--- config.mk ---
export PLATFORM = sky130hd
export DESIGN_NAME = sstu_unit
export DESIGN_NICKNAME = d
export VERILOG_FILES = /design/src/design/sstu_baud_gen.v /design/src/design/sstu_unit.v
export VERILOG_INCLUDE_DIRS = /design/src /design/src/design
export SDC_FILE = /design/constraint.sdc
export NUM_CORES = 1
export LEC_CHECK = 0
export BUFFER_PORTS_ARGS = -buffer_cell sky130_fd_sc_hd__buf_2
export CAP_MARGIN = 5
export CORE_AREA = 2 2 196 102
export CTS_BUF_LIST = sky130_fd_sc_hd__clkbuf_4 sky130_fd_sc_hd__clkbuf_8
export DETAILED_ROUTE_END_ITERATION = 12
export DIE_AREA = 0 0 198 104
export PLACE_DENSITY_LB_ADDON = 0.1
export RECOVER_POWER = 50
export SLEW_MARGIN = 0
export SYNTH_ARGS = -nofsm -noshare
export SYNTH_HDL_FRONTEND = slang
export SYNTH_SLANG_ARGS = --single-unit
export TNS_END_PERCENT = 10
--- constraint.sdc ---
create_clock -name ref_clk_in -period 2.4 [get_ports ref_clk_in]
set_input_delay 0.24 -clock ref_clk_in [delete_from_list [all_inputs] [get_ports ref_clk_in]]
set_output_delay 0.24 -clock ref_clk_in [all_outputs]
set_load 0.01 [all_outputs]
--- src/design/sstu_map.vh ---
`ifndef SSTU_MAP_VH
`define SSTU_MAP_VH

// register byte offsets on the wishbone bus
`define SSTU_TBUF_ADDR    16'hF480
`define SSTU_RBUF_ADDR    16'hF482
`define SSTU_BAUD_ADDR    16'hF484
`define SSTU_CON1_ADDR    16'hF486
`define SSTU_CON2_ADDR    16'hF488
`define SSTU_CTR_ADDR     16'hF48A
`define SSTU_PRS_ADDR     16'hF804
`define SSTU_PIN_FUNCTION_SELECT_ADDR  16'hF826
`define SSTU_SERIAL_CLOCK_SOURCE_CONFIG_ADDR  16'hF836

// control 1 field positions
`define SSTU_C1_TUE       7
`define SSTU_C1_TX_BUFFER_EMPTY_FLAG      6
`define SSTU_C1_TIE       5
`define SSTU_C1_TEN       4
`define SSTU_C1_ROE       3
`define SSTU_C1_RX_BUFFER_FULL_FLAG      2
`define SSTU_C1_RIE       1
`define SSTU_C1_REN       0

// control 2 field positions
`define SSTU_C2_AUTO      2
`define SSTU_C2_TX_MASTER_SELECT      1
`define SSTU_C2_RX_MASTER_SELECT      0

// baud control field positions
`define SSTU_BAUD_EN      7
`define SSTU_BAUD_BV_HI   6

// source select bit of the clock source register
`define SSTU_SERIAL_CLOCK_SOURCE_CONFIG_SRC   2

// reset values
`define SSTU_CON1_RST     8'h40
`define SSTU_CON2_RST     8'h00
`define SSTU_BAUD_RST     8'h00
`define SSTU_PIN_FUNCTION_SELECT_RST   8'h00
`define SSTU_SERIAL_CLOCK_SOURCE_CONFIG_RST   8'h00
`define SSTU_PRS_RST      9'h000

// word length
`define SSTU_WORD_BITS    16
`define SSTU_BIT_CNT_LAST 4'hF

`endif

--- src/design/sstu_baud_gen.v ---
`timescale 1ns/1ns
`default_nettype none

`include "sstu_map.vh"

// baud generator: optional prescale, then seven-bit reload down counter
module sstu_baud_gen (
	input  wire       ref_clk_in,
	input  wire       srst_in,
	input  wire       enable_in,
	input  wire [6:0] reload_in,
	input  wire       reload_load_in,
	input  wire       src_serclk_in,
	input  wire [8:0] prescale_in,
	output reg  [6:0] count_out,
	output reg        baud_out,
	output reg        rise_out,
	output reg        fall_out
);

	reg  [9:0] pre_reg;
	reg        half_reg;
	wire       ser_tick;
	wire       ps_tick;
	wire       bclk_tick;

	// serial clock source is the core clock over four; prescaled is 2*(ps+2) times slower than the core clock
	assign ser_tick  = ~half_reg & pre_reg[0];
	assign ps_tick   = (pre_reg == ({1'b0, prescale_in} + 10'h001));
	assign bclk_tick = src_serclk_in ? ser_tick : ps_tick;

	always @(posedge ref_clk_in) begin
		rise_out <= 1'b0;
		fall_out <= 1'b0;
		if (srst_in) begin
			pre_reg   <= 10'h000;
			half_reg  <= 1'b0;
			count_out <= 7'h00;
			baud_out  <= 1'b0;
		end else if (!enable_in) begin
			pre_reg   <= 10'h000;
			half_reg  <= 1'b0;
			count_out <= reload_in;
			baud_out  <= 1'b0;
		end else begin
			half_reg <= ~half_reg;
			if (!half_reg) begin
				if (bclk_tick || src_serclk_in)
					pre_reg <= src_serclk_in ? (pre_reg ^ 10'h001) : 10'h000;
				else
					pre_reg <= pre_reg + 10'h001;
			end
			if (reload_load_in) begin
				count_out <= reload_in;
			end else if (!half_reg && bclk_tick) begin
				if (count_out == 7'h00) begin
					count_out <= reload_in;
					baud_out  <= ~baud_out;
					rise_out  <= ~baud_out;
					fall_out  <= baud_out;
				end else begin
					count_out <= count_out - 7'h01;
				end
			end
		end
	end

endmodule

`default_nettype wire

--- src/design/sstu_unit.v ---
// Decided for this implementation: the Wishbone interface to the registers.
`timescale 1ns/1ns
`default_nettype none

`include "sstu_map.vh"

// Overview of operation
// tx buffer loads shifter on enable, msb first
// tx clock: baud generator or external pin
// software starts generator; external clock after enable
// tx empty flag: reset set, write clears
// enabled tx reloads buffer after each word
// missed refill resends old word, sets underrun
// tx empty signal for interrupt and dma
// tx disable finishes word, floats data/clock
// quick re-enable continues as if undisturbed
// single word: enable then disable early
// autotransmit ignores enable, stops when empty
// autotransmit never sets underrun
// slave tx holds bit15 until second fall
// rx shifts msb first, 16 bits to buffer
// rx full flag: set on load, read clears
// unread word overwritten, overflow flag set
// rx full signal; irq combines both sources
// rx disable finishes word, floats master clock
// quick rx re-enable continues undisturbed
// slave rx samples on next rising edge
// single rx word: enable then disable early
// seven-bit reload down counter baud generator
// separate tx/rx master select bits
// external clocks synchronised before edge detect
module sstu_unit (
	input  wire        ref_clk_in,
	input  wire        srst_in,
	input  wire        wb_cyc_in,
	input  wire        wb_stb_in,
	input  wire        wb_we_in,
	input  wire [15:0] wb_adr_in,
	input  wire [1:0]  wb_sel_in,
	input  wire [15:0] wb_dat_in,
	output reg  [15:0] wb_dat_out,
	output reg         wb_ack_out,
	output reg         serial_data_out_pin_out,
	output reg         serial_data_out_pin_oe_out,
	output reg         transmit_clock_pin_out,
	output reg         transmit_clock_pin_oe_out,
	input  wire        transmit_clock_pin_in,
	output reg         receive_clock_pin_out,
	output reg         receive_clock_pin_oe_out,
	input  wire        receive_clock_pin_in,
	input  wire        serial_data_in_pin_in,
	output reg         tx_empty_signal_out,
	output reg         rx_full_signal_out,
	output reg         serial_unit_irq_out
);

	reg  [15:0] tbuf_reg;
	reg  [15:0] tshift_reg;
	reg  [3:0]  tcnt_reg;
	reg         tbusy_reg;
	reg         tx_buffer_empty_flag_reg;
	reg         tue_reg;
	reg         tslave_hold_reg;
	reg  [15:0] rbuf_reg;
	reg  [15:0] rshift_reg;
	reg  [3:0]  rcnt_reg;
	reg         rbusy_reg;
	reg         rx_buffer_full_flag_reg;
	reg         roe_reg;
	reg  [7:0]  con1_reg;
	reg  [7:0]  con2_reg;
	reg  [7:0]  baud_reg;
	reg  [8:0]  prs_reg;
	reg  [7:0]  pin_function_select_reg;
	reg  [7:0]  serial_clock_source_config_reg;
	reg  [2:0]  txc_sync_reg;
	reg  [2:0]  rxc_sync_reg;
	reg  [15:0] rd_next;

	wire [6:0]  bg_count;
	wire        bg_clk;
	wire        bg_rise;
	wire        bg_fall;
	wire        wb_req;
	wire        wr;
	wire        rd;
	wire        tbuf_wr;
	wire        rbuf_rd;
	wire        con1_wr;
	wire        tx_master;
	wire        rx_master;
	wire        auto_mode;
	wire        tx_en;
	wire        rx_en;
	wire        tx_rise;
	wire        tx_fall;
	wire        rx_rise;
	wire        tx_load;
	wire        tx_word_done;
	wire        rx_word_done;

	sstu_baud_gen u_baud (
		.ref_clk_in     (ref_clk_in),
		.srst_in        (srst_in),
		.enable_in      (baud_reg[`SSTU_BAUD_EN]),
		.reload_in      (baud_reg[`SSTU_BAUD_BV_HI:0]),
		.reload_load_in (wr && wb_adr_in == `SSTU_BAUD_ADDR),
		.src_serclk_in  (serial_clock_source_config_reg[`SSTU_SERIAL_CLOCK_SOURCE_CONFIG_SRC]),
		.prescale_in    (prs_reg),
		.count_out      (bg_count),
		.baud_out       (bg_clk),
		.rise_out       (bg_rise),
		.fall_out       (bg_fall)
	);

	assign wb_req    = wb_cyc_in & wb_stb_in & ~wb_ack_out;
	assign wr        = wb_req & wb_we_in;
	assign rd        = wb_req & ~wb_we_in;
	assign tbuf_wr   = wr && wb_adr_in == `SSTU_TBUF_ADDR;
	assign rbuf_rd   = rd && wb_adr_in == `SSTU_RBUF_ADDR;
	assign con1_wr   = wr && wb_adr_in == `SSTU_CON1_ADDR && wb_sel_in[0];
	assign tx_master = con2_reg[`SSTU_C2_TX_MASTER_SELECT];
	assign rx_master = con2_reg[`SSTU_C2_RX_MASTER_SELECT];
	assign auto_mode = con2_reg[`SSTU_C2_AUTO] & tx_master;
	assign tx_en     = con1_reg[`SSTU_C1_TEN];
	assign rx_en     = con1_reg[`SSTU_C1_REN];

	// edge detect reads only the second and third synchroniser stages
	assign tx_rise = tx_master ? bg_rise : (txc_sync_reg[1] & ~txc_sync_reg[2]);
	assign tx_fall = tx_master ? bg_fall : (~txc_sync_reg[1] & txc_sync_reg[2]);
	assign rx_rise = rx_master ? bg_rise : (rxc_sync_reg[1] & ~rxc_sync_reg[2]);

	// word start: enable with idle shifter, or autotransmit with full buffer
	assign tx_load      = !tbusy_reg && (auto_mode ? !tx_buffer_empty_flag_reg : tx_en);
	assign tx_word_done = tbusy_reg && tx_fall && !tslave_hold_reg
		&& tcnt_reg == `SSTU_BIT_CNT_LAST;
	assign rx_word_done = rbusy_reg && rx_rise && rcnt_reg == `SSTU_BIT_CNT_LAST;

	always @(posedge ref_clk_in) begin
		if (srst_in) begin
			txc_sync_reg <= 3'h7;
			rxc_sync_reg <= 3'h7;
		end else begin
			txc_sync_reg <= {txc_sync_reg[1:0], transmit_clock_pin_in};
			rxc_sync_reg <= {rxc_sync_reg[1:0], receive_clock_pin_in};
		end
	end

	// register file
	always @(posedge ref_clk_in) begin
		if (srst_in) begin
			con1_reg   <= `SSTU_CON1_RST;
			con2_reg   <= `SSTU_CON2_RST;
			baud_reg   <= `SSTU_BAUD_RST;
			prs_reg    <= `SSTU_PRS_RST;
			pin_function_select_reg <= `SSTU_PIN_FUNCTION_SELECT_RST;
			serial_clock_source_config_reg <= `SSTU_SERIAL_CLOCK_SOURCE_CONFIG_RST;
			tbuf_reg   <= 16'h0000;
		end else if (wr) begin
			case (wb_adr_in)
			`SSTU_TBUF_ADDR: begin
				if (wb_sel_in[0])
					tbuf_reg[7:0] <= wb_dat_in[7:0];
				if (wb_sel_in[1])
					tbuf_reg[15:8] <= wb_dat_in[15:8];
			end
			`SSTU_BAUD_ADDR: begin
				if (wb_sel_in[0])
					baud_reg <= wb_dat_in[7:0];
			end
			`SSTU_CON1_ADDR: begin
				if (wb_sel_in[0]) begin
					con1_reg[`SSTU_C1_TIE] <= wb_dat_in[`SSTU_C1_TIE];
					con1_reg[`SSTU_C1_TEN] <= wb_dat_in[`SSTU_C1_TEN];
					con1_reg[`SSTU_C1_RIE] <= wb_dat_in[`SSTU_C1_RIE];
					con1_reg[`SSTU_C1_REN] <= wb_dat_in[`SSTU_C1_REN];
				end
			end
			`SSTU_CON2_ADDR: begin
				if (wb_sel_in[0])
					con2_reg <= {5'h00, wb_dat_in[2:0]};
			end
			`SSTU_PRS_ADDR: begin
				if (wb_sel_in[0])
					prs_reg[7:0] <= wb_dat_in[7:0];
				if (wb_sel_in[1])
					prs_reg[8] <= wb_dat_in[8];
			end
			`SSTU_PIN_FUNCTION_SELECT_ADDR: begin
				if (wb_sel_in[0])
					pin_function_select_reg <= wb_dat_in[7:0];
			end
			`SSTU_SERIAL_CLOCK_SOURCE_CONFIG_ADDR: begin
				if (wb_sel_in[0])
					serial_clock_source_config_reg <= wb_dat_in[7:0];
			end
			default: begin
			end
			endcase
		end
	end

	// transmitter
	always @(posedge ref_clk_in) begin
		if (srst_in) begin
			tshift_reg      <= 16'h0000;
			tcnt_reg        <= 4'h0;
			tbusy_reg       <= 1'b0;
			tx_buffer_empty_flag_reg        <= 1'b1;
			tue_reg         <= 1'b0;
			tslave_hold_reg <= 1'b0;
		end else begin
			if (tx_load) begin
				tshift_reg      <= tbuf_reg;
				tcnt_reg        <= 4'h0;
				tbusy_reg       <= 1'b1;
				tslave_hold_reg <= !tx_master;
			end else if (tbusy_reg && tx_fall) begin
				if (tslave_hold_reg) begin
					tslave_hold_reg <= 1'b0;
				end else if (tcnt_reg != `SSTU_BIT_CNT_LAST) begin
					tshift_reg <= {tshift_reg[14:0], 1'b0};
					tcnt_reg   <= tcnt_reg + 4'h1;
				end else if (!auto_mode && tx_en) begin
					tshift_reg <= tbuf_reg;
					tcnt_reg   <= 4'h0;
				end else if (auto_mode && !tx_buffer_empty_flag_reg) begin
					tshift_reg <= tbuf_reg;
					tcnt_reg   <= 4'h0;
				end else begin
					tbusy_reg <= 1'b0;
				end
			end
			// set from a transfer wins over clear from a write
			if (tx_load || (tx_word_done && (auto_mode ? !tx_buffer_empty_flag_reg : tx_en)))
				tx_buffer_empty_flag_reg <= 1'b1;
			else if (tbuf_wr)
				tx_buffer_empty_flag_reg <= 1'b0;
			if (tx_word_done && !auto_mode && tx_en && tx_buffer_empty_flag_reg)
				tue_reg <= 1'b1;
			else if (con1_wr && !wb_dat_in[`SSTU_C1_TUE])
				tue_reg <= 1'b0;
		end
	end

	// receiver
	always @(posedge ref_clk_in) begin
		if (srst_in) begin
			rshift_reg <= 16'h0000;
			rbuf_reg   <= 16'h0000;
			rcnt_reg   <= 4'h0;
			rbusy_reg  <= 1'b0;
			rx_buffer_full_flag_reg   <= 1'b0;
			roe_reg    <= 1'b0;
		end else begin
			if (rx_rise && (rbusy_reg || rx_en)) begin
				rshift_reg <= {rshift_reg[14:0], serial_data_in_pin_in};
				rcnt_reg   <= rcnt_reg + 4'h1;
				rbusy_reg  <= !(rx_word_done && !rx_en);
			end
			if (rx_word_done)
				rbuf_reg <= {rshift_reg[14:0], serial_data_in_pin_in};
			if (rx_word_done)
				rx_buffer_full_flag_reg <= 1'b1;
			else if (rbuf_rd)
				rx_buffer_full_flag_reg <= 1'b0;
			if (rx_word_done && rx_buffer_full_flag_reg && !rbuf_rd)
				roe_reg <= 1'b1;
			else if (con1_wr && !wb_dat_in[`SSTU_C1_ROE])
				roe_reg <= 1'b0;
		end
	end

	// read multiplexer
	always @* begin
		case (wb_adr_in)
		`SSTU_TBUF_ADDR:   rd_next = tbuf_reg;
		`SSTU_RBUF_ADDR:   rd_next = rbuf_reg;
		`SSTU_BAUD_ADDR:   rd_next = {8'h00, baud_reg};
		`SSTU_CON1_ADDR:   rd_next = {8'h00, tue_reg, tx_buffer_empty_flag_reg, con1_reg[5:4],
			roe_reg, rx_buffer_full_flag_reg, con1_reg[1:0]};
		`SSTU_CON2_ADDR:   rd_next = {8'h00, con2_reg};
		`SSTU_CTR_ADDR:    rd_next = {8'h00, baud_reg[`SSTU_BAUD_EN], bg_count};
		`SSTU_PRS_ADDR:    rd_next = {7'h00, prs_reg};
		`SSTU_PIN_FUNCTION_SELECT_ADDR: rd_next = {8'h00, pin_function_select_reg};
		`SSTU_SERIAL_CLOCK_SOURCE_CONFIG_ADDR: rd_next = {8'h00, serial_clock_source_config_reg};
		default:           rd_next = 16'h0000;
		endcase
	end

	// bus answer and pin drivers
	always @(posedge ref_clk_in) begin
		if (srst_in) begin
			wb_ack_out                 <= 1'b0;
			wb_dat_out                 <= 16'h0000;
			serial_data_out_pin_out    <= 1'b0;
			serial_data_out_pin_oe_out <= 1'b0;
			transmit_clock_pin_out     <= 1'b0;
			transmit_clock_pin_oe_out  <= 1'b0;
			receive_clock_pin_out      <= 1'b0;
			receive_clock_pin_oe_out   <= 1'b0;
			tx_empty_signal_out        <= 1'b1;
			rx_full_signal_out         <= 1'b0;
			serial_unit_irq_out        <= 1'b0;
		end else begin
			wb_ack_out                 <= wb_req;
			wb_dat_out                 <= rd ? rd_next : 16'h0000;
			serial_data_out_pin_out    <= tshift_reg[15];
			serial_data_out_pin_oe_out <= tbusy_reg;
			transmit_clock_pin_out     <= bg_clk;
			transmit_clock_pin_oe_out  <= tbusy_reg & tx_master;
			receive_clock_pin_out      <= bg_clk;
			receive_clock_pin_oe_out   <= rx_master & (rbusy_reg | rx_en);
			tx_empty_signal_out        <= tx_buffer_empty_flag_reg;
			rx_full_signal_out         <= rx_buffer_full_flag_reg;
			serial_unit_irq_out        <= (rx_buffer_full_flag_reg & con1_reg[`SSTU_C1_RIE])
				| (tx_buffer_empty_flag_reg & con1_reg[`SSTU_C1_TIE]);
		end
	end

endmodule

`default_nettype wire

# [Word level (Yosys, flattened, before mapping)]
# Cells that the tools add are included.
[totals] regBits=170 out_inout_bits=26
[op_classes] addsub=5 n_reduce_logical=64 muxes=34 n_eq_ne=19 bitwise=27
[ops] operator="16-bit equality test (second input constant)" count=9
[ops] operator="16-bit case mux with 9 select lines" count=1
[ops] operator="16-bit 2-to-1 mux" count=6
[ops] operator="3-bit AND reduction" count=12
[ops] operator="7-bit 2-to-1 mux" count=4
[ops] operator="1-bit logical AND" count=24
[ops] operator="10-bit 2-to-1 mux" count=2
[ops] operator="1-bit 2-to-1 mux" count=18
[ops] operator="1-bit NOT" count=13
[ops] operator="1-bit AND" count=12
[ops] operator="4-bit 2-to-1 mux" count=3
[ops] operator="1-bit logical NOT" count=11
[ops] operator="10-bit by 1-bit adder with 10-bit output (second input constant)" count=1
[ops] operator="9-bit by 1-bit adder with 10-bit output (second input constant)" count=1
[ops] operator="10-bit equality test" count=1
[ops] operator="4-bit by 1-bit adder with 4-bit output (second input constant)" count=2
[ops] operator="4-bit equality test (second input constant)" count=2
[ops] operator="2-bit != test (second input constant)" count=4
[ops] operator="2-bit nonzero test" count=4
[ops] operator="2-bit OR reduction" count=4
[ops] operator="7-bit logical NOT" count=1
[ops] operator="7-bit by 1-bit subtractor with 7-bit output (second input constant)" count=1
[ops] operator="5-bit AND reduction" count=1
[ops] operator="5-bit OR reduction" count=1
[ops] operator="other kinds (8)" count=11

# [Depth between registers and ports, before layout]
# Gate-level depths: netlist of run 1.
[logic_depth] ltp_word=10 ltp_mapped=10

# [Modules after synthesis]
# From an unflattened synthesis of run 1, not the netlist that was laid out.
[unflattened] cells_unflattened=845 hier_area_um2=7676.1
[modules_own_cells] module="sstu_unit" cells_each=656 area_per_inst_um2=6155.9 seq_area_each_um2=2982.9 n_inst=1
[modules_own_cells] module="sstu_baud_gen" cells_each=189 area_per_inst_um2=1520.2 seq_area_each_um2=420.4 n_inst=1

# [Worst setup path after synthesis of run 1]
# Ideal clock, no wire load.
[synth_timing] kind="register to register" startpoint="reg prs_reg[0]" endpoint="reg u_baud.count_out[0]" n_path_buf=1 period_less_slack_ns=2.493 path_slack_ns=-0.093 t_required_ns=2.326 arrival_time_ns=2.418 setup_time_ns=0.074 path_stages_with_launch=10 path_cell_list="dfxtp_1 ha_1 buf_2 nand3_1 o21ai_1 or4b_4 a2111oi_4 nor2_2 or3_1 a31oi_1"
[synth_between] elab_chain_cells=5
[synth_lines] element="from (decl)" line="sstu_unit.v:73" rtl="reg [8:0] prs_reg;"
[synth_lines] element="from (signal assigned)" line="sstu_unit.v:155" rtl="prs_reg <= `SSTU_PRS_RST;"
[synth_lines] element="from (signal assigned)" line="sstu_unit.v:185" rtl="prs_reg[7:0] <= wb_dat_in[7:0];"
[synth_lines] element="9-bit by 1-bit adder with 10-bit output" line="sstu_baud_gen.v:29" rtl="assign ps_tick = (pre_reg == ({1'b0, prescale_in} + 10'h001));"
[synth_lines] element="10-bit equality test" line="sstu_baud_gen.v:29"
[synth_lines] element="1-bit 2-to-1 mux" line="sstu_baud_gen.v:30" rtl="assign bclk_tick = src_serclk_in ? ser_tick : ps_tick;"
[synth_lines] element="1-bit logical AND" line="sstu_baud_gen.v:55" rtl="end else if (!half_reg && bclk_tick) begin"
[synth_lines] element="3-bit by 1-bit != test with 1-bit output (no line)"
[synth_lines] element="to (signal assigned)" line="sstu_baud_gen.v:54" rtl="count_out <= reload_in;"
[synth_lines] element="to (signal assigned)" line="sstu_baud_gen.v:57" rtl="count_out <= reload_in;"
[synth_lines] element="to (signal assigned)" line="sstu_baud_gen.v:62" rtl="count_out <= count_out - 7'h01;"
[synth_lines] element="to (decl)" line="sstu_baud_gen.v:15" rtl="output reg [6:0] count_out,"
# Every way passes these cells.
# A chain may end at the register's enable or synchronous reset.

# [Worst setup path in the final report of run 1]
[layout_timing] startpoint="reg prs_reg[1]" endpoint="reg u_baud.count_out[0]"
# The elaborated chain is that of the path after synthesis.

==> results of run 1 <==
layer usage:
metal	vias up	GRT usage, %	wire length [um]
li1	3206	-	-
met1	3188	36.23	11950
met2	270	29.28	8509
met3	19	7.458	2319
met4	0	5.478	238
met5	-	0	0
worst paths after layout:
| path | depth (start not counted) | from | slack [ns] | end |
|---|---|---|---|---|
| worst max-delay path | 9 | prs_reg[1] | -0.03 | u_baud.count_out[0] |
| worst min-delay path | 2 | srst_in | 0.03 | u_baud.count_out[5] |
| worst max register to register | 9 | prs_reg[1] | -0.03 | u_baud.count_out[0] |
| worst min register to register | 1 | rxc_sync_reg[0] | 0.44 | rxc_sync_reg[1] |
synthesized netlist by cell type, types with 3 or more instances:
library cell	n
sky130_fd_sc_hd__dfxtp_1	170
sky130_fd_sc_hd__nand2_1	121
sky130_fd_sc_hd__nor2_1	114
sky130_fd_sc_hd__a21oi_1	69
sky130_fd_sc_hd__mux2i_1	49
sky130_fd_sc_hd__nand3_1	42
sky130_fd_sc_hd__clkbuf_1	35
sky130_fd_sc_hd__a22oi_1	20
sky130_fd_sc_hd__a311oi_1	15
sky130_fd_sc_hd__or2_2	14
sky130_fd_sc_hd__xor2_1	14
sky130_fd_sc_hd__buf_2	13
sky130_fd_sc_hd__a31oi_1	12
sky130_fd_sc_hd__nand4_1	11
sky130_fd_sc_hd__nor3_1	11
sky130_fd_sc_hd__o21ai_0	11
sky130_fd_sc_hd__xnor2_1	11
sky130_fd_sc_hd__a222oi_1	9
sky130_fd_sc_hd__mux2_2	8
sky130_fd_sc_hd__nor3b_1	7
sky130_fd_sc_hd__inv_1	6
sky130_fd_sc_hd__nand2b_1	6
sky130_fd_sc_hd__and2_1	5
sky130_fd_sc_hd__ha_1	5
sky130_fd_sc_hd__nor2b_1	5
sky130_fd_sc_hd__and3_1	4
sky130_fd_sc_hd__buf_1	3
sky130_fd_sc_hd__nand3b_1	3
sky130_fd_sc_hd__o21a_1	3
sky130_fd_sc_hd__o32ai_1	3
sky130_fd_sc_hd__or3_1	3
layout make-up:
type | instances | area [um2]
repair buffers | 144 | 908.4
clock buffers | 19 | 255.2
multi-input cells | 617 | 3789
inverters | 6 | 22.52
fillers | 1848 | 10130
well taps | 266 | 332.8
clock inverters | 13 | 108.9
flip-flops and latches | 170 | 3416
cells by family (layout without fill, tap and decap cells):
kind of cell               count (synthesis)  after routing
AOI/OAI and AO/OA                        161            161
xor gates and xnor gates                  25             25
adders and majority gates                  5              5
buffers and inverters                     60            182
DFF                                      170            170
muxes                                     57             57
and+or+nand+nor                          369            369
stage by stage:
step / setup TNS [ns] / util [%]
after floorplan: -0.0005249 / -
after global placement: -1.664 / 44.13
after detailed placement: -2.494 / 44.13
after CTS: -0.03290 / 46.88
after global routing: -1.264 / 46.58
final: -0.06053 / 46.58
worst reg2reg max path, stage by stage (launching register included):
cell and delay, ns:
sky130_fd_sc_hd__dfxtp_4 0.39, sky130_fd_sc_hd__ha_4 0.18, sky130_fd_sc_hd__nand3_2 0.08, sky130_fd_sc_hd__o21ai_1 0.13, sky130_fd_sc_hd__or4b_4 0.50, sky130_fd_sc_hd__a2111oi_4 0.39, sky130_fd_sc_hd__buf_6 0.19, sky130_fd_sc_hd__nor2_2 0.06
sky130_fd_sc_hd__or3_1 0.32, sky130_fd_sc_hd__a31oi_1 0.12
repair_timing:
item                                   4_1_cts  5_1_grt
resized for setup                            8       12
setup endpoints to repair                   18       18
endpoints found under the hold margin       11        0
buffers inserted                             1        0
hold buffers                                11        0
pin swaps                                    6        5
power by group through the flow:
| stage | Sequential, uW | Clock [uW] | Combinational [uW] |
|---|---|---|---|
| detailed placement | 2890 | 0 | 153 |
| floorplan | 2890 | 0 | 67.4 |
| global route | 2820 | 2100 | 175 |
| CTS | 2820 | 1970 | 167 |
| finish | 2820 | 1910 | 165 |
| global placement | 2890 | 0 | 151 |
==> tab_implementation.tex, run 1 <==
\begin{tabular}{lr}
\hline
Metric & Value \\
\hline
\multicolumn{2}{l}{\textbf{Yosys}} \\
Net Count, Synth & 894 \\
Basic-gate share of the synthesized area counting and, or, nand and nor cells & 23.95\% \\
Sequential area share after synthesis & 46.09\% \\
Cell accounting for the most synthesized area & sky130\_fd\_sc\_hd\_\_dfxtp\_1 \\
Gate count after technology mapping & 847 \\
Dominant combinational cell family by area after synthesis & simple AND/OR/NAND/NOR gates \\
Fraction of post-synthesis cell area in the top cell type by area & 46.09\% \\
Post-synthesis area per instance & 8.717 um2 \\
Number of distinct library cells after synthesis & 68 \\
Mapped cell area & 7383 um2 \\
Number of synthesized flops with an enable pin & 0 \\
Count of synthesis-stage warnings from yosys & 0 \\
Synthesis-stage register bit count & 170 \\
Xor-xnor portion of the synthesized cell area & 2.966\% \\
Leading register cell type out of synthesis & sky130\_fd\_sc\_hd\_\_dfxtp\_1 \\
Adder-Cell Fraction of Synth Area & 0.8473\% \\
Portion of netlist area occupied by mux cells & 7.863\% \\
Async set-or-reset flop fraction in the synthesized netlist & 0\% \\
Top cells by area in the synthesized netlist & sky130\_fd\_sc\_hd\_\_dfxtp\_1 (46\%), sky130\_fd\_sc\_hd\_\_mux2i\_1 (6.6\%), sky130\_fd\_sc\_hd\_\_nand2\_1 (6.2\%), sky130\_fd\_sc\_hd\_\_nor2\_1 (5.8\%), sky130\_fd\_sc\_hd\_\_a21oi\_1 (4.7\%) \\
Area fraction in compound gates after synthesis & 14.81\% \\
\multicolumn{2}{l}{\textbf{Routing}} \\
Mean number of vias per cell & 5.411 \\
Via Count & 6683 \\
Initial drt markers & 593 \\
ANT nets after route & 0 \\
Remaining routing DRC violations & 0 \\
Routed length per placed instance & 18.64 um \\
Router iterations before antenna repair & 6 \\
Final wirelength & 23020 um \\
\multicolumn{2}{l}{\textbf{Clocking}} \\
CTS tree & done \\
Clock tree sinks & 170 \\
Depth of the CTS H-tree & 4 \\
Cell at the root of the clock tree & sky130\_fd\_sc\_hd\_\_clkbuf\_8 \\
Number of buffers created by CTS & 17 \\
Post-CTS clock slew at the launch and capture registers of the worst setup and hold paths & 0.10 ns \\
Worst-Skew Late Latency & 0.47 ns \\
Number of buffers on the longest clock path & 2 \\
\multicolumn{2}{l}{\textbf{Place}} \\
Cell Count Post-Placement & 1191 \\
Number of buffers inserted by port buffering & 67 \\
Placement-stage cell area & 8368 um2 \\
Sum of net half-perimeters after detailed placement & 16980 um \\
Dpl ws & -0.1836 ns \\
RePlAce Congestion & 0.8974 \\
\multicolumn{2}{l}{\textbf{GRT}} \\
Total global-route track usage & 23.04\% \\
Remaining global-route overflow & 0 \\
First-pass GRT wire length & 35960 um \\
Maximum number of pins on one net before global-route repair & 129 \\
Antenna violations before repair & 0 \\
Vias in the first global route & 6301 \\
\multicolumn{2}{l}{\textbf{Layout}} \\
Commonest non-fill, non-tap cell in the layout & sky130\_fd\_sc\_hd\_\_dfxtp\_1 \\
Final \#Nets & 1003 \\
Layout cell share with drive strength beyond 1 & 18.89\% \\
Layout-stage area growth over the synthesis result & 19.62\% \\
Antenna diode count & 0 \\
Leading cell types in the layout, fill and taps excluded & sky130\_fd\_sc\_hd\_\_dfxtp\_1 (164), sky130\_fd\_sc\_hd\_\_nand2\_1 (121), sky130\_fd\_sc\_hd\_\_nor2\_1 (113) \\
Filler-free cell count of the finished design & 1235 \\
Final design area excluding fillers & 8832 um2 \\
\multicolumn{2}{l}{\textbf{STA}} \\
Max Clk Rate & 411.3 MHz \\
Slew Limit Fails & 0 \\
Hold violation count in the final report & 0 \\
Clock skew & 0.01765 ns \\
Worst-margin pin slew & 1.458 ns \\
Final setup fails & 3 \\
Setup WS post-layout & -0.03148 ns \\
Hold Worst Slack & 0.02625 ns \\
Minimum clock period after layout & 2.431 ns \\
Setup repair after global routing missed its margin & true \\
Share of the cycle needed by the critical path after routing & 101.3\% \\
Worst slew slack as a fraction of its limit & 2.785\% \\
\multicolumn{2}{l}{\textbf{Power and ir drop}} \\
Sequential cell fraction of total power & 57.6\% \\
Net Sw Power & 1242 uW \\
Cell Pwr Density & 554.8 nW/um2 \\
Clock network power share & 39.0\% \\
Cell internal power dissipation & 3658 uW \\
Worst vdd ir & 0.3184 mV \\
Relative contribution of combinational cells to total power & 3.4\% \\
Switching share of power & 25.35\% \\
Cell leakage power & 0.003097 uW \\
Post-route total power & 4900 uW \\
\multicolumn{2}{l}{\textbf{Critical path}} \\
Delay of the slowest critical-path stage & 0.50 ns \\
Arrival time at the worst endpoint & 2.84 ns \\
Buffering stage count on the worst path with inverters included & 1 \\
Critical path peak fanout & 6 \\
Top delay family on crit path & simple AND/OR/NAND/NOR gates \\
Endpoint class of the critical path & flip-flop \\
CP Data Required Time & 2.80 ns \\
Category of the worst setup path launch point & flip-flop \\
Cell-by-cell trace of the critical path & ha\_4 > nand3\_2 > o21ai\_1 > or4b\_4 > a2111oi\_4 > buf\_6 > nor2\_2 > or3\_1 > a31oi\_1 \\
Crit path kind & flip-flop to flip-flop \\
Master of the slowest instance on the critical path & sky130\_fd\_sc\_hd\_\_or4b\_4 \\
\multicolumn{2}{l}{\textbf{Floorplanning}} \\
DIE AREA & 20590 um2 \\
X dimension of the die & 198 um \\
Row Count & 36 \\
Vertical extent of the die & 104 um \\
Number of top-level design ports & 68 \\
Effective utilization at floorplan & 38.94\% \\
Std-Cell Core Area & 18960 um2 \\
\multicolumn{2}{l}{\textbf{Run status}} \\
Failing checks & setup timing \\
Status & finished with violations \\
\multicolumn{2}{l}{\textbf{Flow run}} \\
Max-cap viol count & 0 \\
\multicolumn{2}{l}{\textbf{Hold path}} \\
Worst hold path class & input pin to flip-flop \\
\hline
\end{tabular}
(Power assumes the default switching activity.)
==> inputs of run 2 (changes only) <==
--- a/config.mk
+++ b/config.mk
@@ -9,7 +9,7 @@
 export BUFFER_PORTS_ARGS = -buffer_cell sky130_fd_sc_hd__buf_2
 export CAP_MARGIN = 5
 export CORE_AREA = 2 2 196 102
-export CTS_BUF_LIST = sky130_fd_sc_hd__clkbuf_4 sky130_fd_sc_hd__clkbuf_8
+export CTS_BUF_LIST = sky130_fd_sc_hd__clkbuf_8
 export DETAILED_ROUTE_END_ITERATION = 12
 export DIE_AREA = 0 0 198 104
 export PLACE_DENSITY_LB_ADDON = 0.1
==> tab_implementation.tex, run 2 (synthesis results as in run 1) <==
\begin{tabular}{lr}
\hline
Metric & Value \\
\hline
\multicolumn{2}{l}{\textbf{Clocking}} \\
Depth of the CTS H-tree & 4 (unchanged) \\
Worst-Skew Late Latency & 0.47 ns (about the same) \\
Post-CTS clock slew at the launch and capture registers of the worst setup and hold paths & 0.10 ns (about the same) \\
CTS tree & done \\
Cell at the root of the clock tree & sky130\_fd\_sc\_hd\_\_clkbuf\_8 \\
Number of buffers on the longest clock path & 2 (unchanged) \\
Number of buffers created by CTS & 17 (unchanged) \\
Clock tree sinks & 170 (unchanged) \\
\multicolumn{2}{l}{\textbf{Power and ir drop}} \\
Relative contribution of combinational cells to total power & 3.4\% (about the same) \\
Sequential cell fraction of total power & 57.7\% (about the same) \\
Net Sw Power & 1246 uW (+0.32\%) \\
Worst vdd ir & 0.3209 mV (+0.78\%) \\
Cell internal power dissipation & 3642 uW (-0.42\%) \\
Clock network power share & 38.9\% (about the same) \\
Switching share of power & 25.49\% (+0.14 points) \\
Cell leakage power & 0.003098 uW (about the same) \\
Cell Pwr Density & 553.7 nW/um2 (-0.19\%) \\
\multicolumn{2}{l}{\textbf{Floorplanning}} \\
Row Count & 36 (unchanged) \\
Std-Cell Core Area & 18960 um2 (unchanged) \\
DIE AREA & 20590 um2 (unchanged) \\
Effective utilization at floorplan & 38.94\% (unchanged) \\
Number of top-level design ports & 68 (unchanged) \\
Vertical extent of the die & 104 um (unchanged) \\
X dimension of the die & 198 um (unchanged) \\
\multicolumn{2}{l}{\textbf{Run status}} \\
Failing checks & setup timing \\
Status & finished with violations \\
\multicolumn{2}{l}{\textbf{STA}} \\
Post-Route Setup TNS & -0.06408 ns (-0.003557 ns) \\
Setup repair after global routing missed its margin & true \\
Worst-margin pin slew & 1.450 ns (-0.008717 ns) \\
Minimum clock period after layout & 2.432 ns (+0.0007366 ns) \\
Hold violation count in the final report & 0 (unchanged) \\
Clock skew & 0.01766 ns (+0.00001210 ns) \\
Share of the cycle needed by the critical path after routing & 101.3\% (about the same) \\
Slew Limit Fails & 0 (unchanged) \\
Hold Worst Slack & 0.02920 ns (+0.002956 ns) \\
Max Clk Rate & 411.1 MHz (about the same) \\
Final setup fails & 3 (unchanged) \\
Setup WS post-layout & -0.03221 ns (-0.0007366 ns) \\
Worst slew slack as a fraction of its limit & 3.366\% (+0.58 points) \\
\multicolumn{2}{l}{\textbf{Critical path}} \\
CP Data Required Time & 2.80 ns (about the same) \\
Buffering stage count on the worst path with inverters included & 1 (unchanged) \\
Critical path peak fanout & 6 (unchanged) \\
Crit path kind & flip-flop to flip-flop \\
Category of the worst setup path launch point & flip-flop \\
Endpoint class of the critical path & flip-flop \\
Master of the slowest instance on the critical path & sky130\_fd\_sc\_hd\_\_or4b\_4 \\
Delay of the slowest critical-path stage & 0.50 ns (about the same) \\
Arrival time at the worst endpoint & 2.84 ns (about the same) \\
Cell-by-cell trace of the critical path & ha\_4 > nand3\_2 > o21ai\_1 > or4b\_4 > a2111oi\_4 > buf\_6 > nor2\_2 > o31a\_2 > a31oi\_1 \\
Top delay family on crit path & compound AO/OA/AOI/OAI gates \\
\multicolumn{2}{l}{\textbf{Routing}} \\
ANT nets after route & 0 (unchanged) \\
Initial drt markers & 632 (+6.6\%) \\
Final wirelength & 23010 um (about the same) \\
Router iterations before antenna repair & 5 (-1) \\
Mean number of vias per cell & 5.413 (about the same) \\
Remaining routing DRC violations & 0 (unchanged) \\
Via Count & 6685 (+0.030\%) \\
Routed length per placed instance & 18.63 um (about the same) \\
\multicolumn{2}{l}{\textbf{Place}} \\
RePlAce Congestion & 0.8974 (unchanged) \\
Number of buffers inserted by port buffering & 67 (unchanged) \\
Sum of net half-perimeters after detailed placement & 16980 um (unchanged) \\
\multicolumn{2}{l}{\textbf{Layout}} \\
Antenna diode count & 0 (unchanged) \\
Layout-stage area growth over the synthesis result & 19.57\% (about the same) \\
Total of fill cells in the finished design & 1847 (-0.054\%) \\
Final \#Nets & 1003 (unchanged) \\
Layout cell share with drive strength beyond 1 & 18.78\% (-0.10 points) \\
Leading cell types in the layout, fill and taps excluded & sky130\_fd\_sc\_hd\_\_dfxtp\_1 (164), sky130\_fd\_sc\_hd\_\_nand2\_1 (121), sky130\_fd\_sc\_hd\_\_nor2\_1 (113) \\
Commonest non-fill, non-tap cell in the layout & sky130\_fd\_sc\_hd\_\_dfxtp\_1 \\
\multicolumn{2}{l}{\textbf{GRT}} \\
First-pass GRT wire length & 35940 um (about the same) \\
Layer carrying the most global-route usage & met1 \\
Total global-route track usage & 23.04\% (about the same) \\
Remaining global-route overflow & 0 (unchanged) \\
GRT met2 Usage & 29.30\% (about the same) \\
Global Route met1 Usage & 36.19\% (-0.040 points) \\
Maximum number of pins on one net before global-route repair & 129 (unchanged) \\
Antenna violations before repair & 0 (unchanged) \\
GR Util met3 & 7.458\% (unchanged) \\
Vias in the first global route & 6304 (+0.048\%) \\
\multicolumn{2}{l}{\textbf{Flow run}} \\
Max-cap viol count & 0 (unchanged) \\
\multicolumn{2}{l}{\textbf{Hold path}} \\
Worst hold path class & input pin to flip-flop \\
\hline
\end{tabular}
==> run 2: changes by cell type in the layout (fill, tap and decap cells not counted) <==
| cell | before | now |
|---|---|---|
| sky130_fd_sc_hd__clkbuf_4 | 3 | 2 |
| sky130_fd_sc_hd__inv_1 | 6 | 7 |
==> run 2: final cells by class <==
class                   count  area (um2)  area share (%)
flip-flops and latches    170        3416           38.69
clock inverters            14       112.6           1.276
multi-input cells         617        3789           42.91
well taps                 266       332.8           3.770
repair buffers            144       908.4           10.29
inverters                   6       22.52          0.2551
clock buffers              18       247.7           2.806
==> run 2: worst paths after layout <==
path,cells after the start,start,end,slack (ns)
min,2,srst_in,u_baud.count_out[5],0.03
max reg2reg,9,prs_reg[1],u_baud.count_out[0],-0.03
max,9,prs_reg[1],u_baud.count_out[0],-0.03
min reg2reg,1,rxc_sync_reg[0],rxc_sync_reg[1],0.44
==> run 2: stage by stage <==
step	total power, uW	utilization [%]	setup slack [ns]	cell area [um2]	cells
2_1_floorplan	2956	-	-0.0005249	7397	847
5_1_grt	5084	46.56	-0.1433	8828	1235
6_report	4888	46.56	-0.03221	8828	1235
4_1_cts	4945	46.86	-0.02767	8886	1235
3_3_place_gp	3040	44.13	-0.1378	8368	1191
3_5_place_dp	3043	44.13	-0.1836	8368	1191
==> run 2: power groups by stage <==
stage,Sequential [uW],Combinational [uW],Clock (uW)
floorplan,2890,67.4,0
global placement,2890,151,0
detailed placement,2890,153,0
CTS,2820,167,1960
global route,2820,175,2090
finish,2820,165,1900
==> run 2: routing by layer <==
layer,wire (um),part of all wire (%)
met1,11790,51
met5,0,0
met4,260,1.1
met2,8539,37
met3,2417,11
==> run 2: repair_timing <==
item                                   CTS  global route
cloned                                   0             0
pin swaps                                6             5
resized for setup                        8            12
endpoints found under the hold margin   11             0
setup buffers                            1             0
hold buffers                            11             0
setup endpoints to repair               18            18
